==> src/rtl/synth_cal_pkg.sv <==
// Register map, field layout, reset values and wait timing for the synthesizer
// calibration and loop-control register slice.
// Assumes a 250 MHz system clock that also serves as the always-on time base.
package synth_cal_pkg;

   // Printed register indices; byte address is four times the index
   localparam logic [7:0]  IDX_SYNTH1_CALIBRATION_WAIT = 8'h77;
   localparam logic [7:0]  IDX_SYNTH1_LOOP_BANDWIDTH   = 8'h78;
   localparam logic [7:0]  IDX_SYNTH2_PUMP_STRETCH     = 8'h83;
   localparam logic [7:0]  IDX_SYNTH2_FILTER_ORDER     = 8'h84;
   // Status register of the calibration sequencer
   localparam logic [7:0]  IDX_CALIBRATION_STATUS      = 8'h85;

   localparam int          ADDR_W = 10;

   // Field positions
   localparam int          CLSD_WAIT_LSB   = 2;
   localparam int          OSC_WAIT_LSB    = 0;
   localparam int          NARROW_BW_BIT   = 0;
   localparam int          STRETCH_BIT     = 7;
   localparam int          FILTER_LSB      = 0;

   // Field reset values
   localparam logic [1:0]  CLSD_WAIT_RST   = 2'h0;
   localparam logic [1:0]  OSC_WAIT_RST    = 2'h1;
   localparam logic        NARROW_BW_RST   = 1'h0;
   localparam logic        STRETCH_RST     = 1'h0;
   localparam logic [2:0]  FILTER_RST      = 3'h3;

   // Filter order codes
   localparam logic [2:0]  FILTER_SECOND_ORDER = 3'h3;
   localparam logic [2:0]  FILTER_THIRD_ORDER  = 3'h7;

   // Wait times, microseconds, and the clock rate
   localparam longint      CLK_MHZ          = 250;
   localparam longint      CLSD_WAIT_US0    = 30;
   localparam longint      CLSD_WAIT_US1    = 300;
   localparam longint      CLSD_WAIT_US2    = 30000;
   localparam longint      CLSD_WAIT_US3    = 300000;
   localparam longint      OSC_WAIT_US0     = 20;
   localparam longint      OSC_WAIT_US1     = 400;
   localparam longint      OSC_WAIT_US2     = 8000;
   localparam longint      OSC_WAIT_US3     = 200000;

   localparam int          CNT_W = 27;
   localparam logic [CNT_W-1:0] CLSD_CYC0 = CNT_W'(CLSD_WAIT_US0 * CLK_MHZ);
   localparam logic [CNT_W-1:0] CLSD_CYC1 = CNT_W'(CLSD_WAIT_US1 * CLK_MHZ);
   localparam logic [CNT_W-1:0] CLSD_CYC2 = CNT_W'(CLSD_WAIT_US2 * CLK_MHZ);
   localparam logic [CNT_W-1:0] CLSD_CYC3 = CNT_W'(CLSD_WAIT_US3 * CLK_MHZ);
   localparam logic [CNT_W-1:0] OSC_CYC0  = CNT_W'(OSC_WAIT_US0 * CLK_MHZ);
   localparam logic [CNT_W-1:0] OSC_CYC1  = CNT_W'(OSC_WAIT_US1 * CLK_MHZ);
   localparam logic [CNT_W-1:0] OSC_CYC2  = CNT_W'(OSC_WAIT_US2 * CLK_MHZ);
   localparam logic [CNT_W-1:0] OSC_CYC3  = CNT_W'(OSC_WAIT_US3 * CLK_MHZ);

   typedef enum logic [1:0] {
      CAL_IDLE,
      CAL_OSC_WAIT,
      CAL_CLSD_WAIT,
      CAL_DONE
   } cal_state_e;

endpackage

==> src/rtl/wait_timer.sv <==
// Down-counting wait timer for one calibration phase.
// Assumes load and the cycle count are stable in the load cycle.
`timescale 1ns/10ps
module wait_timer (
   // Clock and reset
   input  wire logic                           clk_in,
   input  wire logic                           resetn_in,
   // Control
   input  wire logic                           load_in,
   input  wire logic [synth_cal_pkg::CNT_W-1:0] cycles_in,
   // Status
   output logic                                expired_out
);
   import synth_cal_pkg::*;

   logic [CNT_W-1:0] count_q;
   logic             running_q;

   always_ff @(posedge clk_in) begin
      if (!resetn_in) begin
         count_q     <= '0;
         running_q   <= 1'b0;
         expired_out <= 1'b0;
      end else if (load_in) begin
         count_q     <= cycles_in - CNT_W'(1);
         running_q   <= 1'b1;
         expired_out <= 1'b0;
      end else if (running_q) begin
         count_q     <= count_q - CNT_W'(1);
         running_q   <= (count_q != '0);
         expired_out <= (count_q == '0);
      end else begin
         expired_out <= 1'b0;
      end
   end

endmodule

==> src/rtl/synth_cal_regs.sv <==
// Calibration and loop-control registers of the two synthesizers, with an
// Avalon-MM slave port and a calibration wait sequencer for the first one.
// Assumes a single 250 MHz clock; analog controls are plain register outputs.
//
// Notes on behaviour
// - The closed-loop wait code selects 30 us, 300 us, 30 ms or 300 ms of settling wait.
// - The oscillator wait code selects 20, 400, 8000 or 200000 us, and software uses code 1.
// - A set narrow-bandwidth bit drops the first synthesizer to its 200 Hz jitter-cleaner bandwidth.
// - The stretch bit widens the minimum pump pulse from 200 ps to about 600 ps.
// - Filter order code 3 gives a second-order and code 7 a third-order loop filter.
// - The second synthesizer's stretch and filter controls stand apart from the first's.
// - Reset leaves closed-loop wait 0, oscillator wait 1, both single bits 0 and filter order 3.
//
// The implementer's own choice: the Avalon-MM register port.
`timescale 1ns/10ps
module synth_cal_regs (
   // Clock and reset
   input  wire logic                              clk_in,
   input  wire logic                              resetn_in,
   // Avalon-MM slave
   input  wire logic [synth_cal_pkg::ADDR_W-1:0]  avs_address_in,
   input  wire logic                              avs_read_in,
   input  wire logic                              avs_write_in,
   input  wire logic [31:0]                       avs_writedata_in,
   input  wire logic [3:0]                        avs_byteenable_in,
   output logic [31:0]                            avs_readdata_out,
   output logic                                   avs_waitrequest_out,
   output logic [1:0]                             avs_response_out,
   // Calibration trigger
   input  wire logic                              cal_start_in,
   // Analog controls
   output logic                                   synth1_narrow_bandwidth_out,
   output logic                                   synth2_pump_pulse_stretch_out,
   output logic                                   synth2_second_order_out,
   output logic                                   synth2_third_order_out,
   // Calibration status
   output logic                                   cal_busy_out,
   output logic                                   cal_done_out
);
   import synth_cal_pkg::*;

   ////////////////////////////////////////////////////////////////////////////
   // Register storage

   logic [1:0] closed_loop_wait_q;
   logic [1:0] oscillator_wait_q;
   logic       narrow_bw_q;
   logic       stretch_q;
   logic [2:0] filter_order_q;
   logic       ack_q;

   ////////////////////////////////////////////////////////////////////////////
   // Address decode

   wire [7:0] reg_idx    = avs_address_in[ADDR_W-1:2];
   wire       word_align = (avs_address_in[1:0] == 2'h0);
   wire       sel_wait   = word_align && (reg_idx == IDX_SYNTH1_CALIBRATION_WAIT);
   wire       sel_bw     = word_align && (reg_idx == IDX_SYNTH1_LOOP_BANDWIDTH);
   wire       sel_str    = word_align && (reg_idx == IDX_SYNTH2_PUMP_STRETCH);
   wire       sel_filt   = word_align && (reg_idx == IDX_SYNTH2_FILTER_ORDER);
   wire       sel_stat   = word_align && (reg_idx == IDX_CALIBRATION_STATUS);
   wire       mapped     = sel_wait | sel_bw | sel_str | sel_filt | sel_stat;
   wire       req        = avs_read_in | avs_write_in;
   // One wait cycle per access: answer on the edge after the request appears
   wire       take       = req && !ack_q;
   wire       wr_lane0   = take && avs_write_in && avs_byteenable_in[0];

   cal_state_e state_q;
   cal_state_e state_d;

   // Status is read only; a write to it is answered OKAY and dropped
   wire       stat_done  = (state_q == CAL_DONE);
   wire       stat_busy  = (state_q == CAL_OSC_WAIT) || (state_q == CAL_CLSD_WAIT);
   wire [1:0] resp_code  = mapped ? 2'h0 : 2'h3;

   // Reserved bits are never stored and read back as zero
   wire [31:0] rd_mux =
      sel_wait ? {28'h0, closed_loop_wait_q, oscillator_wait_q} :
      sel_bw   ? {31'h0, narrow_bw_q} :
      sel_str  ? {24'h0, stretch_q, 7'h0} :
      sel_filt ? {29'h0, filter_order_q} :
      sel_stat ? {30'h0, stat_done, stat_busy} :
                 32'h0;

   always_ff @(posedge clk_in) begin
      if (!resetn_in) begin
         ack_q               <= 1'b0;
         avs_readdata_out    <= 32'h0;
         avs_response_out    <= 2'h0;
      end else begin
         ack_q               <= take;
         avs_readdata_out    <= (take && avs_read_in) ? rd_mux : 32'h0;
         avs_response_out    <= take ? resp_code : 2'h0;
      end
   end

   always_ff @(posedge clk_in) begin
      if (!resetn_in) begin
         avs_waitrequest_out <= 1'b1;
      end else begin
         avs_waitrequest_out <= !take;
      end
   end

   ////////////////////////////////////////////////////////////////////////////
   // Register writes

   // Write lands on the taking edge, so it is in place before the answer
   always_ff @(posedge clk_in) begin
      if (!resetn_in) begin
         closed_loop_wait_q <= CLSD_WAIT_RST;
         oscillator_wait_q  <= OSC_WAIT_RST;
         narrow_bw_q        <= NARROW_BW_RST;
         stretch_q          <= STRETCH_RST;
         filter_order_q     <= FILTER_RST;
      end else if (wr_lane0) begin
         if (sel_wait) begin
            closed_loop_wait_q <= avs_writedata_in[CLSD_WAIT_LSB +: 2];
            oscillator_wait_q  <= avs_writedata_in[OSC_WAIT_LSB +: 2];
         end
         if (sel_bw) begin
            narrow_bw_q <= avs_writedata_in[NARROW_BW_BIT];
         end
         // Separate storage keeps the second synthesizer independent
         if (sel_str) begin
            stretch_q <= avs_writedata_in[STRETCH_BIT];
         end
         if (sel_filt) begin
            filter_order_q <= avs_writedata_in[FILTER_LSB +: 3];
         end
      end
   end

   ////////////////////////////////////////////////////////////////////////////
   // Analog control outputs

   // One cycle behind the registers, so each control changes on a clean edge
   always_ff @(posedge clk_in) begin
      if (!resetn_in) begin
         synth1_narrow_bandwidth_out   <= NARROW_BW_RST;
         synth2_pump_pulse_stretch_out <= STRETCH_RST;
         synth2_second_order_out       <= 1'b1;
         synth2_third_order_out        <= 1'b0;
      end else begin
         synth1_narrow_bandwidth_out   <= narrow_bw_q;
         synth2_pump_pulse_stretch_out <= stretch_q;
         // Reserved codes select neither filter; nothing stops software writing them
         synth2_second_order_out       <= (filter_order_q == FILTER_SECOND_ORDER);
         synth2_third_order_out        <= (filter_order_q == FILTER_THIRD_ORDER);
      end
   end

   ////////////////////////////////////////////////////////////////////////////
   // Calibration sequencer: oscillator wait, then closed-loop wait

   logic [CNT_W-1:0] osc_cycles;
   logic [CNT_W-1:0] clsd_cycles;
   logic             timer_load;
   logic             timer_expired;

   assign osc_cycles =
      (oscillator_wait_q == 2'h0) ? OSC_CYC0 :
      (oscillator_wait_q == 2'h1) ? OSC_CYC1 :
      (oscillator_wait_q == 2'h2) ? OSC_CYC2 : OSC_CYC3;

   assign clsd_cycles =
      (closed_loop_wait_q == 2'h0) ? CLSD_CYC0 :
      (closed_loop_wait_q == 2'h1) ? CLSD_CYC1 :
      (closed_loop_wait_q == 2'h2) ? CLSD_CYC2 : CLSD_CYC3;

   // A start during a wait is ignored, so a late pulse cannot stretch calibration
   always_comb begin
      state_d    = state_q;
      timer_load = 1'b0;
      case (state_q)
         CAL_IDLE, CAL_DONE: begin
            if (cal_start_in) begin
               state_d    = CAL_OSC_WAIT;
               timer_load = 1'b1;
            end
         end
         CAL_OSC_WAIT: begin
            if (timer_expired) begin
               state_d    = CAL_CLSD_WAIT;
               timer_load = 1'b1;
            end
         end
         CAL_CLSD_WAIT: begin
            if (timer_expired) begin
               state_d = CAL_DONE;
            end
         end
         default: begin
            state_d = CAL_IDLE;
         end
      endcase
   end

   // Reloaded with the closed-loop count in the cycle the oscillator wait ends
   wire [CNT_W-1:0] load_cycles = (state_q == CAL_OSC_WAIT) ? clsd_cycles : osc_cycles;

   wait_timer u_wait_timer (
      .clk_in      (clk_in),
      .resetn_in   (resetn_in),
      .load_in     (timer_load),
      .cycles_in   (load_cycles),
      .expired_out (timer_expired)
   );

   always_ff @(posedge clk_in) begin
      if (!resetn_in) begin
         state_q      <= CAL_IDLE;
         cal_busy_out <= 1'b0;
         cal_done_out <= 1'b0;
      end else begin
         state_q      <= state_d;
         cal_busy_out <= (state_d == CAL_OSC_WAIT) || (state_d == CAL_CLSD_WAIT);
         cal_done_out <= (state_d == CAL_DONE);
      end
   end

endmodule

==> config.mk <==
export PLATFORM = sky130hd
export DESIGN_NAME = synth_cal_regs
export DESIGN_NICKNAME = d
export VERILOG_FILES = /design/src/rtl/synth_cal_pkg.sv /design/src/rtl/wait_timer.sv /design/src/rtl/synth_cal_regs.sv
export SDC_FILE = /design/constraint.sdc
export NUM_CORES = 1
export LEC_CHECK = 0
export BUFFER_PORTS_ARGS = -buffer_cell sky130_fd_sc_hd__clkbuf_2
export CAP_MARGIN = 25
export CORE_UTILIZATION = 47
export DETAILED_ROUTE_END_ITERATION = 6
export HOLD_SLACK_MARGIN = 0.06
export PLACE_DENSITY = 0.74
export SETUP_SLACK_MARGIN = 0.3
export SYNTH_ARGS = -nofsm -noshare
export SYNTH_HDL_FRONTEND = slang
export SYNTH_SLANG_ARGS = --single-unit
==> constraint.sdc <==
create_clock -name clk_in -period 5.5 [get_ports clk_in]
set_input_delay 0.825 -clock clk_in [delete_from_list [all_inputs] [get_ports clk_in]]
set_output_delay 0.825 -clock clk_in [all_outputs]
set_load 0.01 [all_outputs]
==> flow_metrics.py <==
metrics = {
    "status": {
        "status": "finished clean",
    },
    "clocking": {
        "numCtsBuffers": 5,
        "cts.sinks": 54,
        "clk_latency_ns": 0.32,
        "post-cts-setup-buffers": 0,
        "cts_tree": "done",
        "clk_path_buf_depth": 2,
        "cts_max_level": 2,
        "root_buffer": "clkbuf_8",
        "hold_buffers": 0,
        "ctsResizeCount": 0,
        "clk_pin_slew_ns": 0.10,
    },
    "drt": {
        "vias": 3351,
        "wirelength_um": 8660,
        "remaining_drc_errors": 0,
        "via_per_inst": 5.85,
        "dr.pass1.iters": 5,
        "antenna_left": 0,
        "avgRoutedWirePerCell_um": 15.1,
        "first_iter_violations": 344,
    },
    "timing": {
        "finalWorstSetupSlack_ns": 2.27,
        "rsz0062_at_grt": "no",
        "hold_violations": 0,
        "min_period_ns": 3.23,
        "drv_slew": 0,
        "slew-limit-headroom_pct": 54.5,
        "skew_ns": 0.00671,
        "finalSetupViolCount": 0,
        "final.setup.tns_ns": 0,
        "fin_crit_sh_pct": 58.8,
        "fmax_mhz": 309,
        "tightest_slew_ns": 0.682,
    },
    "worst_hold_path": {
        "worstHoldStart": "stretch_q",
        "min_path_type": "reg2reg",
    },
    "synth": {
        "avgSynthCellArea_um2": 8.05,
        "synth_area_um2": 3650,
        "seq_area_frac_synth_pct": 29.6,
        "ys_warn_count": 0,
        "synth_edf_count": 0,
        "synth_top_area_share_pct": 29.6,
        "synth_seq_cells": 54,
        "ys_types": 75,
        "synthFlopType": "dfxtp_1",
        "syn_inst": 453,
        "synth_area_leader_cell": "dfxtp_1",
        "synthArstFlopShare_pct": 0,
        "synth_area_leaders": "dfxtp_1 (30%), buf_4 (6.4%), ha_1 (5.8%)",
    },
    "layout": {
        "drive_gt1_share_pct": 13.1,
        "nets": 541,
        "area_delta_synth_final_pct": 5.66,
        "fin_util_pct": 52.3,
        "antenna_cells": 0,
        "fin_area_um2": 3850,
    },
    "global_route": {
        "grt_max_degree": 46,
        "antenna_found_initial": 0,
        "grt_pass1_vias": 3020,
        "grt_pass1_wl_um": 14500,
        "grt_overflow": 0,
        "grtUsageTotal_pct": 21.5,
    },
    "critical_path": {
        "cp_max_fo": 35,
        "path_class": "reg2reg",
        "crit_family": "compound AO/OA/AOI/OAI gates",
        "slowest_stage": "a22oi_2",
        "cp.required_ns": 5.76,
        "cp.arrival_ns": 3.49,
        "crit_start": "state_q[1]",
        "cp_slowest_stage_delay_ns": 0.59,
        "path_buf_inv": 2,
        "start_kind": "register",
        "end_kind": "register",
        "crit_chain": "inv_1 > ha_1 > buf_4 > a22oi_2 > or2_1 > nand2_1 > ha_1 > nand2b_1 > a211oi_1 > and4_1 > and4_1 > a21o_1 > a21oi_1",
        "reg2reg_from": "state_q[1]",
    },
    "placement": {
        "dpl_cell_area_um2": 3760,
        "numPortBuffers": 34,
        "dp_hpwl_um": 6220,
        "gp_congestion": 0.948,
        "post-place-ws_ns": 2.27,
    },
    "floorplanning": {
        "row_count": 31,
        "core-area_um2": 7370,
        "fp.dieH_um": 90.1,
        "initial_core_util_pct": 49.5,
        "die_width_um": 90.1,
        "ios": 92,
        "die_area_um2": 8120,
    },
    "flow_run": {
        "cap_viol_max_count": 0,
    },
    "power_and_ir_drop": {
        "p_total_mw": 0.919,
        "vdd_drop_max_mv": 0.131,
        "power_density_nw_per_um2": 238,
        "p_leak_nw": 1.57,
    },
}
-- sequential cells by signal, summed over array words and instances (netlist names) --
name                           cells
closed_loop_wait_q                 2
u_wait_timer.running_q             1
u_wait_timer.expired_out           1
cal_busy_out                       1
ack_q                              1
stretch_q                          1
cal_done_out                       1
narrow_bw_q                        1
avs_waitrequest_out                1
synth2_pump_pulse_stretch_out      1
synth1_narrow_bandwidth_out        1
state_q                            2
oscillator_wait_q                  2
filter_order_q                     3
synth2_second_order_out            1
avs_readdata_out                   5
avs_response_out                   1
u_wait_timer.count_q              27
synth2_third_order_out             1
-- layout by cell type, fill, tap and decap left out, drive strengths merged, types with 8 or more instances in the layout --
cell and n:
dfxtp 54, and2 10, clkbuf 40, nor2 40
a211oi 10, nor3 17, o211ai 8, nor4 10
inv 12, nand3 17, nand2 37, mux2i 10
o21ai 26, a21oi 19, ha 17, xnor2 10
conb 27
-- synth_stat cells, drive strengths merged, types with 3 or more instances --
| library cell | number |
|---|---|
| or4 | 5 |
| o21a | 4 |
| a31oi | 3 |
| xor2 | 5 |
| o22ai | 5 |
| inv | 11 |
| nor4 | 10 |
| or3b | 3 |
| nand2 | 37 |
| nand4 | 6 |
| nand3 | 17 |
| nor3 | 17 |
| mux2i | 10 |
| o211ai | 8 |
| nor3b | 4 |
| dfxtp | 54 |
| clkbuf | 15 |
| nor2b | 3 |
| a311oi | 3 |
| nor2 | 40 |
| and4 | 3 |
| o21ai | 26 |
| a211oi | 10 |
| and3 | 6 |
| ha | 17 |
| a21oi | 19 |
| a21o | 5 |
| buf | 38 |
| nand2b | 5 |
| or3 | 6 |
| and2 | 10 |
| xnor2 | 10 |
| o31ai | 6 |
-- power by group --
part	switching (mW)	internal (mW)
combinational	0.149	0.0876
clock	0.143	0.104
sequential	0.0235	0.413
total	0.315	0.605
-- kinds of logic after synthesis --
logic type,count (synthesis),share of synthesized area [%]
simple gates,179,25.8
other cells,1,0.103
buf+inv,65,10.3
compound gates,111,21.7
mux,11,3.05
xor+xnor,15,3.60
fa+ha+maj,17,5.83
flops,54,29.6
-- layout make-up --
class                   instances  area (um2)
multi-input cells             360        2290
repair buffers                 40         215
well taps                      99         124
fillers                       704        3510
inverters                      12        45.0
flip-flops and latches         54        1080
clock inverters                 2        16.3
clock buffers                   6        82.6
-- metrics by stage --
step	hold slack, ns	instances
after floorplan	0.432	479
after global placement	0.454	565
after detailed placement	0.459	565
after CTS	0.473	573
after global routing	0.491	573
final	0.476	573
-- tightest hold or removal path, delay by kind of cell, from the launching register on --
kind	cells	cell delay (ns)
simple gates	1	0.05
flops	1	0.33
compound gates	1	0.05
-- per-layer routing --
layer	up-vias	global-route usage [%]	wire (um)
li1	1632	-	-
met1	1567	28.4	3940
met2	133	35.4	4090
met3	19	3.21	474
met4	0	7.80	163
met5	-	0	0
-- worst paths after layout --
kind,end,slack (ns),cells after the start
setup / recovery,u_wait_timer.count_q[20],2.27,13
hold / removal,stretch_q,0.48,2
setup reg to reg,u_wait_timer.count_q[20],2.27,13
hold reg to reg,stretch_q,0.48,2
(Power assumes the default switching activity.)
